**src/pkg/sersb_pkg.sv**
```systemverilog
// package: register map, field codes and timing for the sideband block
`default_nettype none
package sersb_pkg;
    // ==========================================================
    // register offsets
    localparam logic [7:0] LOW_FREQ_MODE_CONFIG_OFF     = 8'h04;
    localparam logic [7:0] LINK_DETECT_STATE_OFF        = 8'h0c;
    localparam logic [7:0] IO0_DIRECTION_CONFIG_OFF     = 8'h0d;
    localparam logic [7:0] IO1_IO2_DIRECTION_CONFIG_OFF = 8'h0e;
    localparam logic [7:0] IO3_OUT4_CONFIG_OFF          = 8'h0f;
    localparam logic [7:0] OUT5_OUT6_CONFIG_OFF         = 8'h10;
    localparam logic [7:0] OUT7_OUT8_CONFIG_OFF         = 8'h11;
    localparam logic [7:0] COLOUR_DEPTH_CONFIG_OFF      = 8'h12;
    localparam logic [7:0] INTERRUPT_FORWARD_CTRL_OFF   = 8'hc6;
    localparam logic [7:0] PROTECTION_IRQ_STATUS_OFF    = 8'hc7;
    localparam logic [7:0] SLEEP_CTRL_OFF               = 8'h05;
    // ==========================================================
    // field positions and codes
    localparam int         LATCH_EDGE_BIT      = 2;
    localparam int         SLEEP_EN_BIT        = 0;
    localparam int         FWD_EN_HI_BIT       = 5;
    localparam int         FWD_EN_LO_BIT       = 0;
    localparam logic [7:0] MODE_18BIT_CODE     = 8'h04;
    localparam logic [3:0] IO_INPUT_CODE       = 4'h3;
    localparam logic [3:0] IO_OUTPUT_CODE      = 4'h5;
    localparam logic [3:0] OUT_HIGH_CODE       = 4'h9;
    localparam logic [3:0] OUT_LOW_CODE        = 4'h1;
    // ==========================================================
    // reset values
    localparam logic [7:0] CFG_RESET           = 8'h00;
    localparam logic [7:0] LOW_FREQ_RESET      = 8'h04;
    // ==========================================================
    // timing: clock-loss threshold 1 MHz -> 1000 ns longest gap
    localparam int         SYS_PERIOD_NS       = 10;
    localparam int         CLK_LOSS_NS         = 1000;
    localparam int         CLK_LOSS_CYCLES     = CLK_LOSS_NS / SYS_PERIOD_NS;
    localparam int         BC_RATE_MBPS        = 10;
    localparam int         BC_BIT_CYCLES       =
        (1000 / BC_RATE_MBPS) / SYS_PERIOD_NS;
    localparam int         GPIO_COUNT          = 4;
    localparam int         OUT_COUNT           = 5;

    typedef enum logic [1:0] {
        SERSB_RUN,
        SERSB_SLEEP,
        SERSB_RELOCK
    } sersb_power_type;

    typedef struct packed {
        logic       wr;
        logic       rd;
        logic [7:0] addr;
        logic [7:0] wdata;
    } sersb_bus_type;
endpackage : sersb_pkg
`default_nettype wire

```
**src/hdl/sersb_top.sv**
```systemverilog
// sideband control: clock loss, link status, irq forward, gpio, outputs
`default_nettype none
// Operation
// RULE1: enabled sleep when pixel clock stops
// RULE2: wake and relock when clock returns
// RULE3: registers kept through clock loss
// RULE4: link status reads zero on fault
// RULE5: edge select: one rising, zero falling
// RULE6: low frequency range from register or pin
// RULE7: host resets after range change
// RULE8: host sets both forward enable bits
// RULE9: remote low drives irq output low
// RULE10: status read clears pending irq
// RULE11: new irq on next remote fall
// RULE12: 18-bit mode frees four io pins
// RULE13: code low_freq_mode_config enables 18-bit mode; the code decodes depth_cfg at COLOUR_DEPTH_CONFIG_OFF, code 8'h04, instead
// RULE14: io direction nibbles, three input five output
// RULE15: partner programs opposite io direction
// RULE16: register outputs driven only locally
// RULE17: output nibble nine high, one low
// RULE18: back channel carries four io bits
// RULE19: link status read only, live
module sersb_top
    import sersb_pkg::*;
#(
    parameter int LOSS_CYCLES = CLK_LOSS_CYCLES,
    parameter int BIT_CYCLES  = BC_BIT_CYCLES
) (
    input  wire logic                  clk_sys,
    input  wire logic                  rst,
    input  wire logic                  power_down_n,
    input  wire sersb_bus_type         bus,
    output logic [7:0]                 rdata,
    output logic                       rvalid,
    input  wire logic                  pclk_in,
    input  wire logic                  cable_fault,
    input  wire logic                  low_freq_range_select,
    input  wire logic                  remote_irq_in_n,
    input  wire logic [GPIO_COUNT-1:0] colour_low_in,
    input  wire logic [GPIO_COUNT-1:0] bc_gpio_in,
    output logic [GPIO_COUNT-1:0]      fc_gpio_out,
    output logic [GPIO_COUNT-1:0]      gpio_out,
    output logic [GPIO_COUNT-1:0]      gpio_oe_n,
    output logic [OUT_COUNT-1:0]       reg_driven_output,
    output logic                       latch_edge_rising,
    output logic                       low_freq_active,
    output logic                       mode_18bit,
    output logic                       sleep_active,
    output logic                       irq_out_n
);
    // ==========================================================
    // state
    // every flip-flop of the block but the pdn_sync pair sits in this one struct:
    // configuration bytes, read port, input synchronisers,
    // edge detectors, the gap counter, the power state and
    // the back-channel and forward io holding registers.
    // config fields survive clock loss; only reset clears them
    // the two irq sync stages and the delayed copy reset
    // high, the idle level of the remote pin, so that no
    // false fall follows reset
    typedef struct packed {
        logic [7:0]            lf_cfg;
        logic [7:0]            sleep_cfg;
        logic [7:0]            io0_cfg;
        logic [7:0]            io12_cfg;
        logic [7:0]            io3_cfg;
        logic [7:0]            o56_cfg;
        logic [7:0]            o78_cfg;
        logic [7:0]            depth_cfg;
        logic [7:0]            fwd_cfg;
        logic [7:0]            rdata;
        logic                  rvalid;
        logic [1:0]            pclk_s;
        logic                  pclk_d;
        logic [1:0]            fault_s;
        logic [1:0]            pin_lf_s;
        logic [1:0]            rirq_s;
        logic                  rirq_d;
        logic                  irq_pend;
        logic [15:0]           gap_cnt;
        logic                  clk_lost;
        sersb_power_type       pwr;
        logic [7:0]            bc_cnt;
        logic [GPIO_COUNT-1:0] bc_s1;
        logic [GPIO_COUNT-1:0] bc_s2;
        logic [GPIO_COUNT-1:0] bc_hold;
        logic [GPIO_COUNT-1:0] fc_s1;
        logic [GPIO_COUNT-1:0] fc_s2;
        logic [GPIO_COUNT-1:0] fc_hold;
    } sersb_state_type;

    sersb_state_type st_reg;
    sersb_state_type st_next;

    // power-down pin after two flip-flops, and the reset
    // that it forms together with rst
    logic [1:0]            pdn_sync;
    logic                  blk_rst;
    logic [3:0] io_nib [GPIO_COUNT];
    logic [3:0] out_nib [OUT_COUNT];
    logic [GPIO_COUNT-1:0] is_in;
    logic [GPIO_COUNT-1:0] is_out;
    logic [OUT_COUNT-1:0]  out_lvl;
    logic [OUT_COUNT-1:0]  out_ok;
    logic                  link_up;
    logic                  pclk_edge;
    logic                  fwd_en;
    logic                  rirq_fall;

    // ==========================================================
    // nibble selection per io and output
    // each io owns one direction nibble and each register
    // output one level nibble; io0 sits alone in its byte,
    // io1 and io2 share a byte, io3 shares with output 4,
    // outputs 5 to 8 fill the next two bytes, low nibble first
    assign io_nib[0]  = st_reg.io0_cfg[3:0];
    assign io_nib[1]  = st_reg.io12_cfg[3:0];
    assign io_nib[2]  = st_reg.io12_cfg[7:4];
    assign io_nib[3]  = st_reg.io3_cfg[3:0];
    assign out_nib[0] = st_reg.io3_cfg[7:4];
    assign out_nib[1] = st_reg.o56_cfg[3:0];
    assign out_nib[2] = st_reg.o56_cfg[7:4];
    assign out_nib[3] = st_reg.o78_cfg[3:0];
    assign out_nib[4] = st_reg.o78_cfg[7:4];

    // direction decode per io
    // a nibble counts only in 18-bit mode and only with one
    // of the two legal codes; anything else leaves the io
    // released with its enable high
    // an io set as input never drives, an io set as output
    // never feeds the forward channel
    genvar gi;
    generate
        for (gi = 0; gi < GPIO_COUNT; gi++) begin : g_io
            assign is_in[gi]  = mode_18bit
                && (io_nib[gi] == IO_INPUT_CODE);    // [RULE12] [RULE14]
            assign is_out[gi] = mode_18bit
                && (io_nib[gi] == IO_OUTPUT_CODE);   // [RULE14]
        end
    endgenerate

    // level decode per register output
    // codes other than the high and low codes drive a zero,
    // and nothing drives until 18-bit mode is on
    // levels come from local bytes only, never from the
    // serial link
    genvar go;
    generate
        for (go = 0; go < OUT_COUNT; go++) begin : g_out
            assign out_ok[go]  = mode_18bit
                && (out_nib[go] == OUT_HIGH_CODE
                || out_nib[go] == OUT_LOW_CODE);
            assign out_lvl[go] = out_ok[go]
                && (out_nib[go] == OUT_HIGH_CODE);   // [RULE16] [RULE17]
        end
    endgenerate

    // derived controls
    // the link bit follows the synchronised fault level;
    // the edge detectors compare the second sync stage with
    // a delayed copy so that no half-settled level is read
    // forwarding needs both enable bits at once
    // a remote fall is a high delayed copy beside a low
    // second stage
    assign mode_18bit  = (st_reg.depth_cfg == MODE_18BIT_CODE); // [RULE13]
    assign link_up     = ~st_reg.fault_s[1];             // [RULE4]
    assign pclk_edge   = st_reg.pclk_s[1] ^ st_reg.pclk_d;
    assign fwd_en      = st_reg.fwd_cfg[FWD_EN_HI_BIT]
                       & st_reg.fwd_cfg[FWD_EN_LO_BIT];  // [RULE8]
    assign rirq_fall   = st_reg.rirq_d & ~st_reg.rirq_s[1]; // [RULE11]

    // ==========================================================
    // next-state logic
    // defaults: hold every field, shift the synchronisers
    // and drop the read strobe; the sections below then
    // override only the fields that they own, in order,
    // so the later irq section has the last word
    // every path assigns through the copy, so the process
    // never leaves a field without a value
    always_comb begin
        st_next = st_reg;
        st_next.rvalid   = 1'b0;
        st_next.pclk_s   = {st_reg.pclk_s[0], pclk_in};
        st_next.pclk_d   = st_reg.pclk_s[1];
        st_next.fault_s  = {st_reg.fault_s[0], cable_fault};
        st_next.pin_lf_s = {st_reg.pin_lf_s[0], low_freq_range_select};
        st_next.rirq_s   = {st_reg.rirq_s[0], remote_irq_in_n};
        st_next.rirq_d   = st_reg.rirq_s[1];
        st_next.bc_s1    = bc_gpio_in;
        st_next.bc_s2    = st_reg.bc_s1;
        st_next.fc_s1    = colour_low_in;
        st_next.fc_s2    = st_reg.fc_s1;

        // pixel clock gap counter
        // counts cycles without a pixel clock edge and stops at
        // the limit; any edge restarts it, so a slow but live
        // clock never reaches the loss flag
        if (pclk_edge) begin
            st_next.gap_cnt  = 16'h0000;
            st_next.clk_lost = 1'b0;
        end else if (st_reg.gap_cnt >= 16'(LOSS_CYCLES - 1)) begin
            st_next.clk_lost = 1'b1;                     // [RULE1]
        end else begin
            st_next.gap_cnt = st_reg.gap_cnt + 16'h0001;
        end

        // power state; registers untouched here [RULE3]
        // sleep only when enabled; the first edge seen while
        // asleep starts the relock, which falls back to sleep
        // if the clock dies again before the flag clears
        // config bytes are never written from this section,
        // so clock loss leaves them as programmed
        case (st_reg.pwr)
            SERSB_RUN: begin
                if (st_reg.clk_lost && st_reg.sleep_cfg[SLEEP_EN_BIT])
                    st_next.pwr = SERSB_SLEEP;           // [RULE1]
            end
            SERSB_SLEEP: begin
                if (pclk_edge)
                    st_next.pwr = SERSB_RELOCK;          // [RULE2]
            end
            SERSB_RELOCK: begin
                if (!st_reg.clk_lost)
                    st_next.pwr = SERSB_RUN;             // [RULE2]
                else
                    st_next.pwr = SERSB_SLEEP;
            end
            default: st_next.pwr = SERSB_RUN;
        endcase

        // back channel sampling at line-rate bit slots
        // both io directions are taken at the same slot so the
        // held values change at the line rate and not faster
        // forward inputs are masked by the input config, so an
        // io set as output reads zero here
        if (st_reg.bc_cnt >= 8'(BIT_CYCLES - 1)) begin
            st_next.bc_cnt  = 8'h00;
            st_next.bc_hold = st_reg.bc_s2;              // [RULE18]
            st_next.fc_hold = st_reg.fc_s2 & is_in;      // [RULE12]
        end else begin
            st_next.bc_cnt = st_reg.bc_cnt + 8'h01;
        end

        // register writes
        // the link status and irq status offsets are absent
        // here, so writes to them and to unmapped offsets are
        // dropped without a trace
        // a write lands at the edge that samples the strobe
        if (bus.wr) begin
            case (bus.addr)
                LOW_FREQ_MODE_CONFIG_OFF:     st_next.lf_cfg    = bus.wdata;
                SLEEP_CTRL_OFF:               st_next.sleep_cfg = bus.wdata;
                IO0_DIRECTION_CONFIG_OFF:     st_next.io0_cfg   = bus.wdata;
                IO1_IO2_DIRECTION_CONFIG_OFF: st_next.io12_cfg  = bus.wdata;
                IO3_OUT4_CONFIG_OFF:          st_next.io3_cfg   = bus.wdata;
                OUT5_OUT6_CONFIG_OFF:         st_next.o56_cfg   = bus.wdata;
                OUT7_OUT8_CONFIG_OFF:         st_next.o78_cfg   = bus.wdata;
                COLOUR_DEPTH_CONFIG_OFF:      st_next.depth_cfg = bus.wdata;
                INTERRUPT_FORWARD_CTRL_OFF:   st_next.fwd_cfg   = bus.wdata;
                default: ;                               // [RULE19]
            endcase
        end

        // register reads
        // the answer lands one cycle after the strobe;
        // unmapped offsets read as zero
        // read data holds until the next read
        if (bus.rd) begin
            st_next.rvalid = 1'b1;
            case (bus.addr)
                LOW_FREQ_MODE_CONFIG_OFF:     st_next.rdata = st_reg.lf_cfg;
                SLEEP_CTRL_OFF:               st_next.rdata = st_reg.sleep_cfg;
                LINK_DETECT_STATE_OFF:
                    st_next.rdata = {7'h00, link_up};    // [RULE4] [RULE19]
                IO0_DIRECTION_CONFIG_OFF:     st_next.rdata = st_reg.io0_cfg;
                IO1_IO2_DIRECTION_CONFIG_OFF: st_next.rdata = st_reg.io12_cfg;
                IO3_OUT4_CONFIG_OFF:          st_next.rdata = st_reg.io3_cfg;
                OUT5_OUT6_CONFIG_OFF:         st_next.rdata = st_reg.o56_cfg;
                OUT7_OUT8_CONFIG_OFF:         st_next.rdata = st_reg.o78_cfg;
                COLOUR_DEPTH_CONFIG_OFF:      st_next.rdata = st_reg.depth_cfg;
                INTERRUPT_FORWARD_CTRL_OFF:   st_next.rdata = st_reg.fwd_cfg;
                PROTECTION_IRQ_STATUS_OFF:
                    st_next.rdata = {7'h00, st_reg.irq_pend};
                default:                      st_next.rdata = 8'h00;
            endcase
        end

        // pending irq: read clears, new fall wins over clear
        // a read of the status offset clears the flag, a remote
        // fall in the same cycle sets it again so no request is
        // lost, and turning forwarding off drops it outright
        // a remote pin held low raises no second request; only
        // a new fall does
        if (bus.rd && bus.addr == PROTECTION_IRQ_STATUS_OFF)
            st_next.irq_pend = 1'b0;                     // [RULE10]
        if (fwd_en && rirq_fall)
            st_next.irq_pend = 1'b1;                     // [RULE9]
        if (!fwd_en)
            st_next.irq_pend = 1'b0;
    end

    // ==========================================================
    // power-down pin synchroniser; no reset, so it settles
    // while rst is still high and adds no delay at release
    always_ff @(posedge clk_sys) begin
        pdn_sync <= {pdn_sync[0], power_down_n};
    end

    // block reset: rst or a synchronised low power-down pin
    assign blk_rst = rst | ~pdn_sync[1];

    // state register; the power-down reset restarts the
    // block so a new low-frequency range takes effect
    always_ff @(posedge clk_sys) begin
        if (blk_rst) begin                               // [RULE7]
            st_reg           <= '0;
            st_reg.lf_cfg    <= CFG_RESET;
            st_reg.depth_cfg <= CFG_RESET;
            st_reg.pclk_s    <= 2'b00;
            st_reg.rirq_s    <= 2'b11;
            st_reg.rirq_d    <= 1'b1;
            st_reg.fault_s   <= 2'b11;
            st_reg.pwr       <= SERSB_RUN;
        end else begin
            st_reg <= st_next;
        end
    end

    // ==========================================================
    // outputs
    // data outputs come straight from the state struct;
    // direction and level outputs decode the config bytes
    // and so change the cycle after the write
    // the range output also follows the synchronised pin,
    // so either source selects the low range
    assign rdata             = st_reg.rdata;
    assign rvalid            = st_reg.rvalid;
    assign latch_edge_rising = st_reg.lf_cfg[LATCH_EDGE_BIT];   // [RULE5]
    assign low_freq_active   = (st_reg.lf_cfg[1:0] != 2'b00)
                             | st_reg.pin_lf_s[1];              // [RULE6]
    assign sleep_active      = (st_reg.pwr == SERSB_SLEEP);
    assign irq_out_n         = ~st_reg.irq_pend;                // [RULE9]
    assign gpio_out          = st_reg.bc_hold & is_out;         // [RULE18]
    assign gpio_oe_n         = ~is_out;
    assign fc_gpio_out       = st_reg.fc_hold;
    assign reg_driven_output = out_lvl;                         // [RULE17]
endmodule // sersb_top
`default_nettype wire

```
**config.mk**
```make
export PLATFORM = sky130hd
export DESIGN_NAME = sersb_top
export DESIGN_NICKNAME = d
export VERILOG_FILES = /design/src/pkg/sersb_pkg.sv /design/src/hdl/sersb_top.sv
export SDC_FILE = /design/constraint.sdc
export NUM_CORES = 1
export LEC_CHECK = 0
export BUFFER_PORTS_ARGS = -buffer_cell sky130_fd_sc_hd__buf_2
export CORE_MARGIN = 2
export CORE_UTILIZATION = 35
export CTS_CLUSTER_SIZE = 8
export DETAILED_ROUTE_END_ITERATION = 8
export PLACE_DENSITY_LB_ADDON = 0.08
export SYNTH_ARGS = -nofsm -noshare
export SYNTH_HDL_FRONTEND = slang
export SYNTH_SLANG_ARGS = --single-unit
```
**constraint.sdc**
```tcl
create_clock -name clk_sys -period 1.9 [get_ports clk_sys]
set_clock_uncertainty 0.15 [all_clocks]
set_input_delay 0.19 -clock clk_sys [delete_from_list [all_inputs] [get_ports clk_sys]]
set_output_delay 0.19 -clock clk_sys [all_outputs]
set_load 0.005 [all_outputs]
```
==> results of run 1 <==
## kinds of logic after synthesis
logic type,synth area share
fa+ha+maj,0.00816
mux,0.119
simple gates,0.231
xor+xnor,0.00856
other cells,0.000611
flops,0.473
compound gates,0.108
buf+inv,0.0516
## layout make-up
type | instances | area share
Tap cell | 225 | 0.0348
Clock buffer | 18 | 0.0531
Inverter | 14 | 0.00650
Multi-Input combinational cell | 450 | 0.380
Timing Repair Buffer | 155 | 0.145
Clock inverter | 14 | 0.0215
Sequential cell | 145 | 0.360
## critical path, cell delays in order, from the launching register on
cell and delay (ps):
dfxtp_2 330, nor4_4 260, nand2_1 90, buf_6 150, nor3b_2 200, nand3b_1 150
nor2_1 130, buf_2 120
## synth_stat cells, drive strengths merged, types with 6 or more instances
master / instances
nor2: 95
o22ai: 6
inv: 14
o21ai: 12
buf: 22
and2: 25
nor3: 9
o211ai: 9
nand2b: 9
o221ai: 6
mux2i: 71
nand2: 51
a22oi: 12
nor2b: 6
a21oi: 26
clkbuf: 33
dfxtp: 145
nand4: 9
nand3: 15
and3: 16
nor4: 10
## per-stage QoR
stage	util	power [uW]	std cells	TNS [ps]	cell area, sq um
after floorplan	-	3300	664	0	6150
after global placement	0.414	3470	969	-646	7140
after detailed placement	0.414	3470	969	-1040	7140
after CTS	0.465	6910	1020	-3290	8020
after global routing	0.469	7080	1021	-4430	8090
final	0.469	6840	1021	-3080	8090
## routing by layer
| metal | up-vias | part of all wire | global-route usage |
|---|---|---|---|
| met4 | 0 | 0.027 | 0.0804 |
| met5 | - | 0 | 0 |
| met1 | 2492 | 0.45 | 0.272 |
| met2 | 150 | 0.47 | 0.339 |
| li1 | 2557 | - | - |
| met3 | 30 | 0.054 | 0.0492 |
## worst min-delay path by stage
stage	startpoint	end	slack, ps	cells after the start
2_1_floorplan	power_down_n	pdn_sync[0]$_DFF_P_	70	0
3_3_place_gp	power_down_n	pdn_sync[0]$_DFF_P_	140	1
3_5_place_dp	power_down_n	pdn_sync[0]$_DFF_P_	150	1
4_1_cts	bus[5]	out_nib[1]$_SDFFE_PP0P_	0.05	3
5_1_grt	bus[5]	out_nib[1]$_SDFFE_PP0P_	9	3
6_report	bus[5]	out_nib[1]$_SDFFE_PP0P_	7	3
## timing repair
item                       in CTS  in global routing
hold buffers                   18                  0
hold endpoints to repair       18                  0
setup endpoints to repair      18                 21
pin swaps                       6                 12
setup buffers                   1                  0
gates resized for setup        15                 14
cloned                          0                  1
## power groups by stage
| stage | Sequential (uW) | Combinational [uW] | Clock (uW) |
|---|---|---|---|
| 6_report | 3070 | 363 | 3400 |
| 5_1_grt | 3070 | 391 | 3620 |
| 2_1_floorplan | 3140 | 165 | 0 |
| 3_3_place_gp | 3140 | 332 | 0 |
| 4_1_cts | 3070 | 361 | 3480 |
| 3_5_place_dp | 3140 | 332 | 0 |
==> out/metrics.yaml, run 1 <==
placeableCoreArea_sq_um: 17200
grt_overflow_total: 0
postSynthCellCount: 661
timing.setup.critical_path_class: "reg2out"
cp_data_arrival_time_ps: 1850
die-area_sq_um: 18600
final-setup-viol-count: 14
cell_area_after_synthesis_sq_um: 6140
clock_insertion_delay_worst_skew_ps: 430
yosysTopAreaCellShare: 0.473
cellInternalPower_uw: 5180
worst-r2r-setup-slack_ps: 60
routed-via-count: 5229
io-pin-count: 64
maxCapViolations: 0
achievable-frequency_mhz: 457
remaining_drc_errors: 0
failed_checks: "negative setup slack"
mostFrequentLayoutCell: "dfxtp_1"
fraction_of_power_consumed_by_combinational_cells: 0.053
post_drt_wl_per_cell_um: 18.5
outcome: "finished with violations"
r2r-end: "fc_gpio_out[1]$_SDFFE_PP0P_"
pre_cts_ws_ps: -108
cts_made_buffers: 17
hold_viol: 0
diodes: 0
synth.yosys.warnings: 0
clock_tree.root_cell: "clkbuf_16"
starting_density: 0.356
fill_cells: 1674
cts.path.max_buffers: 2
multiInputGateArea_sq_um: 3070
tritoncts: "done"
first_pass_grt_wire_length_um: 29100
final_max_slew_viol_count: 0
share_clk_of_total_power: 0.498
final.min_clock_period_ps: 2190
synth_edf_count: 0
layout-drive-gt1-share: 0.265
maximum_vdd_ir_drop_v: 0.000581
grt_antenna_before_repair: 0
critical_path_required_ps: 1560
pwr-share-seq: 0.449
finalCritPeriodShare: 1.15
synth-seq-cells: 145
fin_hold_ws_ps: 6.96
synth_area_leader_cell: "dfxtp_1"
global_route_usage_over_all_layers: 0.210
fp.dieH_um: 136
static-leakage-power_uw: 0.00308
avg_vias_per_cell: 5.12
hpwlAfterDp_um: 13700
min_path_type: "in2reg"
postRouteAntennaNets: 0
worstSetupStartpointType: "flip-flop"
netlist_top_cells_area: "dfxtp_1, mux2i_1, nor2_1"
power.switching_uw: 1660
layout.area.seq_sq_um: 2910
first_pass_iters: 5
cts_sinks: 145
vias_in_the_first_global_route: 5098
detail_route.iter0.violations: 326
ctsHtreeMaxLevel: 4
largest_register_ff_count: 79
synth.yosys.seq_area_share: 0.473
worstSetupStartpoint: "st_reg[84]$_SDFFE_PP0P_"
buffer_ports.inserted: 63
swShare: 0.242
reg2reg_from: "st_reg[84]$_SDFFE_PP0P_"
final_nets: 820
layout_common_cells: "dfxtp_1, nor2_1, mux2i_1"
rsz0062_at_grt: "true"
die-width_um: 136
routabilityCongestion: 0.913
clock_transition_at_the_register_clock_pins_on_the_worst_setup_and_hold_paths_after_cts_ps: 60
crit_path_end: "gpio_out[0]"
worst_setup_slack_final_ps: -287
worstSetupEndpointType: "output port"
avg_cell_area_syn_sq_um: 9.28
synth-async-reset-ratio: 0
worstPathMaxFanout: 5
yosys.cell_types.count: 62
grt_max_degree: 83
areaGrowthSynthToFinish_pct: 31.8
power.density_nw_per_um2: 846
std_cell_rows: 48
route.final.wire_length_um: 18900
timing.reg2reg.worst_path_depth: 6
dominant_register_cell_in_the_synthesized_netlist: "dfxtp_1"
Power figures use the tool's default switching activity.
==> inputs of run 2 (changes only) <==
CORE_UTILIZATION = 53   (was 35)
GPL_ROUTABILITY_DRIVEN = 1   (was not set)
==> out/metrics.yaml, run 2 (synthesis gave the netlist of run 1 again) <==
static-leakage-power_uw: 0.00307
diodes: 0
timing.reg2reg.worst_path_depth: 7
routabilityCongestion: 0.956
grt_max_degree: 83
final_max_slew_viol_count: 0
failed_checks: "negative setup slack"
outcome: "finished with violations"
worstSetupEndpointType: "output port"
io-pin-count: 64
worst-r2r-setup-slack_ps: -40
clock_transition_at_the_register_clock_pins_on_the_worst_setup_and_hold_paths_after_cts_ps: 60
maximum_vdd_ir_drop_v: 0.000971
placed_instance_count: 879
fp.dieH_um: 112
grt_overflow_total: 0
cts_made_buffers: 17
ctsHtreeMaxLevel: 4
cts.path.max_buffers: 2
maxCapViolations: 0
min_path_cells: 3
mostFrequentLayoutCell: "dfxtp_1"
worstSetupStartpointType: "flip-flop"
die-area_sq_um: 12500
final.min_clock_period_ps: 2180
remaining_drc_errors: 0
detail_route.iter0.violations: 371
layout_common_cells: "dfxtp_1, nor2_1, mux2i_1"
min_path_type: "in2reg"
postRouteAntennaNets: 0
largest_register_ff_count: 79
reg2reg_from: "st_reg[82]$_SDFFE_PP0P_"
achievable-frequency_mhz: 460
starting_density: 0.540
first_pass_iters: 5
cp_data_arrival_time_ps: 1840
r2r-end: "fc_gpio_out[3]$_SDFFE_PP0P_"
finalCritPeriodShare: 1.15
first_pass_grt_wire_length_um: 27600
power.density_nw_per_um2: 860
final_nets: 818
areaGrowthSynthToFinish_pct: 29.3
worst_setup_slack_final_ps: -276
buffer_ports.inserted: 63
routed-via-count: 5291
final-setup-viol-count: 16
clock_insertion_delay_worst_skew_ps: 420
route.final.wire_length_um: 17400
layout-drive-gt1-share: 0.265
worstPathMaxFanout: 5
global_route_usage_over_all_layers: 0.287
rsz0062_at_grt: "true"
worstSetupStartpoint: "st_reg[82]$_SDFFE_PP0P_"
cts_sinks: 145
std_cell_rows: 39
post_drt_wl_per_cell_um: 18.6
clock_tree.root_cell: "clkbuf_16"
hold_viol: 0
tritoncts: "done"
avg_vias_per_cell: 5.65
fin_hold_ws_ps: 21.2
die-width_um: 112
totalNegativeSetupSlack_ps: -2920
layout.cells.non_filler: 936
grt_antenna_before_repair: 0
crit_path_end: "gpio_out[2]"
placeableCoreArea_sq_um: 11400
timing.setup.critical_path_class: "reg2out"
vias_in_the_first_global_route: 5220
critical_path_required_ps: 1560
hpwlAfterDp_um: 12200
==> run 2: cell count changes in the layout (fill, tap and decap cells not counted), moves of 2 or more <==
cell / previous run / this run
buf_12: 9 / 4
dfxtp_2: 3 / 6
dlygate4sd3_1: 18 / 21
a21oi_1: 22 / 24
a21oi_2: 3 / 1
clkbuf_8: 0 / 2
dfxtp_1: 141 / 139
nor4_2: 2 / 4
==> run 2: worst min-delay path by stage <==
stage | from | end | slack [ps]
4_1_cts | bus[6] | out_nib[2]$_SDFFE_PP0P_ | 4
3_5_place_dp | power_down_n | pdn_sync[0]$_DFF_P_ | 150
2_1_floorplan | power_down_n | pdn_sync[0]$_DFF_P_ | 70
3_3_place_gp | power_down_n | pdn_sync[0]$_DFF_P_ | 140
5_1_grt | bus[5] | out_nib[1]$_SDFFE_PP0P_ | 30
6_report | bus[6] | out_nib[2]$_SDFFE_PP0P_ | 20
==> run 2: power by group <==
group | leakage [uW] | switching [uW] | total (uW) | internal [uW]
clock | 0.000290 | 1360 | 3390 | 2030
combinational | 0.00160 | 215 | 356 | 140
sequential | 0.00118 | 9.27 | 3080 | 3070
total | 0.00307 | 1590 | 6820 | 5230
==> run 2: stage by stage <==
stage | util | area, sq um | total power [uW] | worst slack (ps)
after global placement | 0.608 | 6910 | 3450 | -144
after CTS | 0.687 | 7810 | 6850 | -283
final | 0.698 | 7930 | 6820 | -276
after global routing | 0.698 | 7930 | 7030 | -373
after floorplan | - | 6150 | 3300 | 14.2
after detailed placement | 0.608 | 6910 | 3450 | -144
==> run 2: what timing repair did <==
action                                 4_1_cts  5_1_grt
setup endpoints to repair                   18       23
hold buffers                                21        0
endpoints found under the hold margin       22        0
pin swaps                                    6       14
cloned                                       0        0
gates resized for setup                     15       18
buffers inserted                             1        7
==> run 2: worst max-delay path, stage by stage (launching register included) <==
cell and delay, ps:
dfxtp_2 320, nor4_2 260, nand2_1 90, buf_6 150, nor3b_4 170, nand3b_1 160, nor2_1 130, buf_2 130
==> run 2: cell type report <==
cell class	instances	area (sq um)
clock buffers	19	453
fillers	913	3440
repair buffers	153	1100
inverters	14	52.6
multi-input cells	450	3090
well taps	143	179
clock inverters	12	150
flip-flops and latches	145	2910
==> run 2: layer usage <==
metal | GRT usage | vias up | wire length, um
met5 | 0 | - | 0
met4 | 0.174 | 0 | 854
met3 | 0.0555 | 51 | 867
met2 | 0.470 | 168 | 8380
met1 | 0.351 | 2533 | 7300
li1 | - | 2539 | -
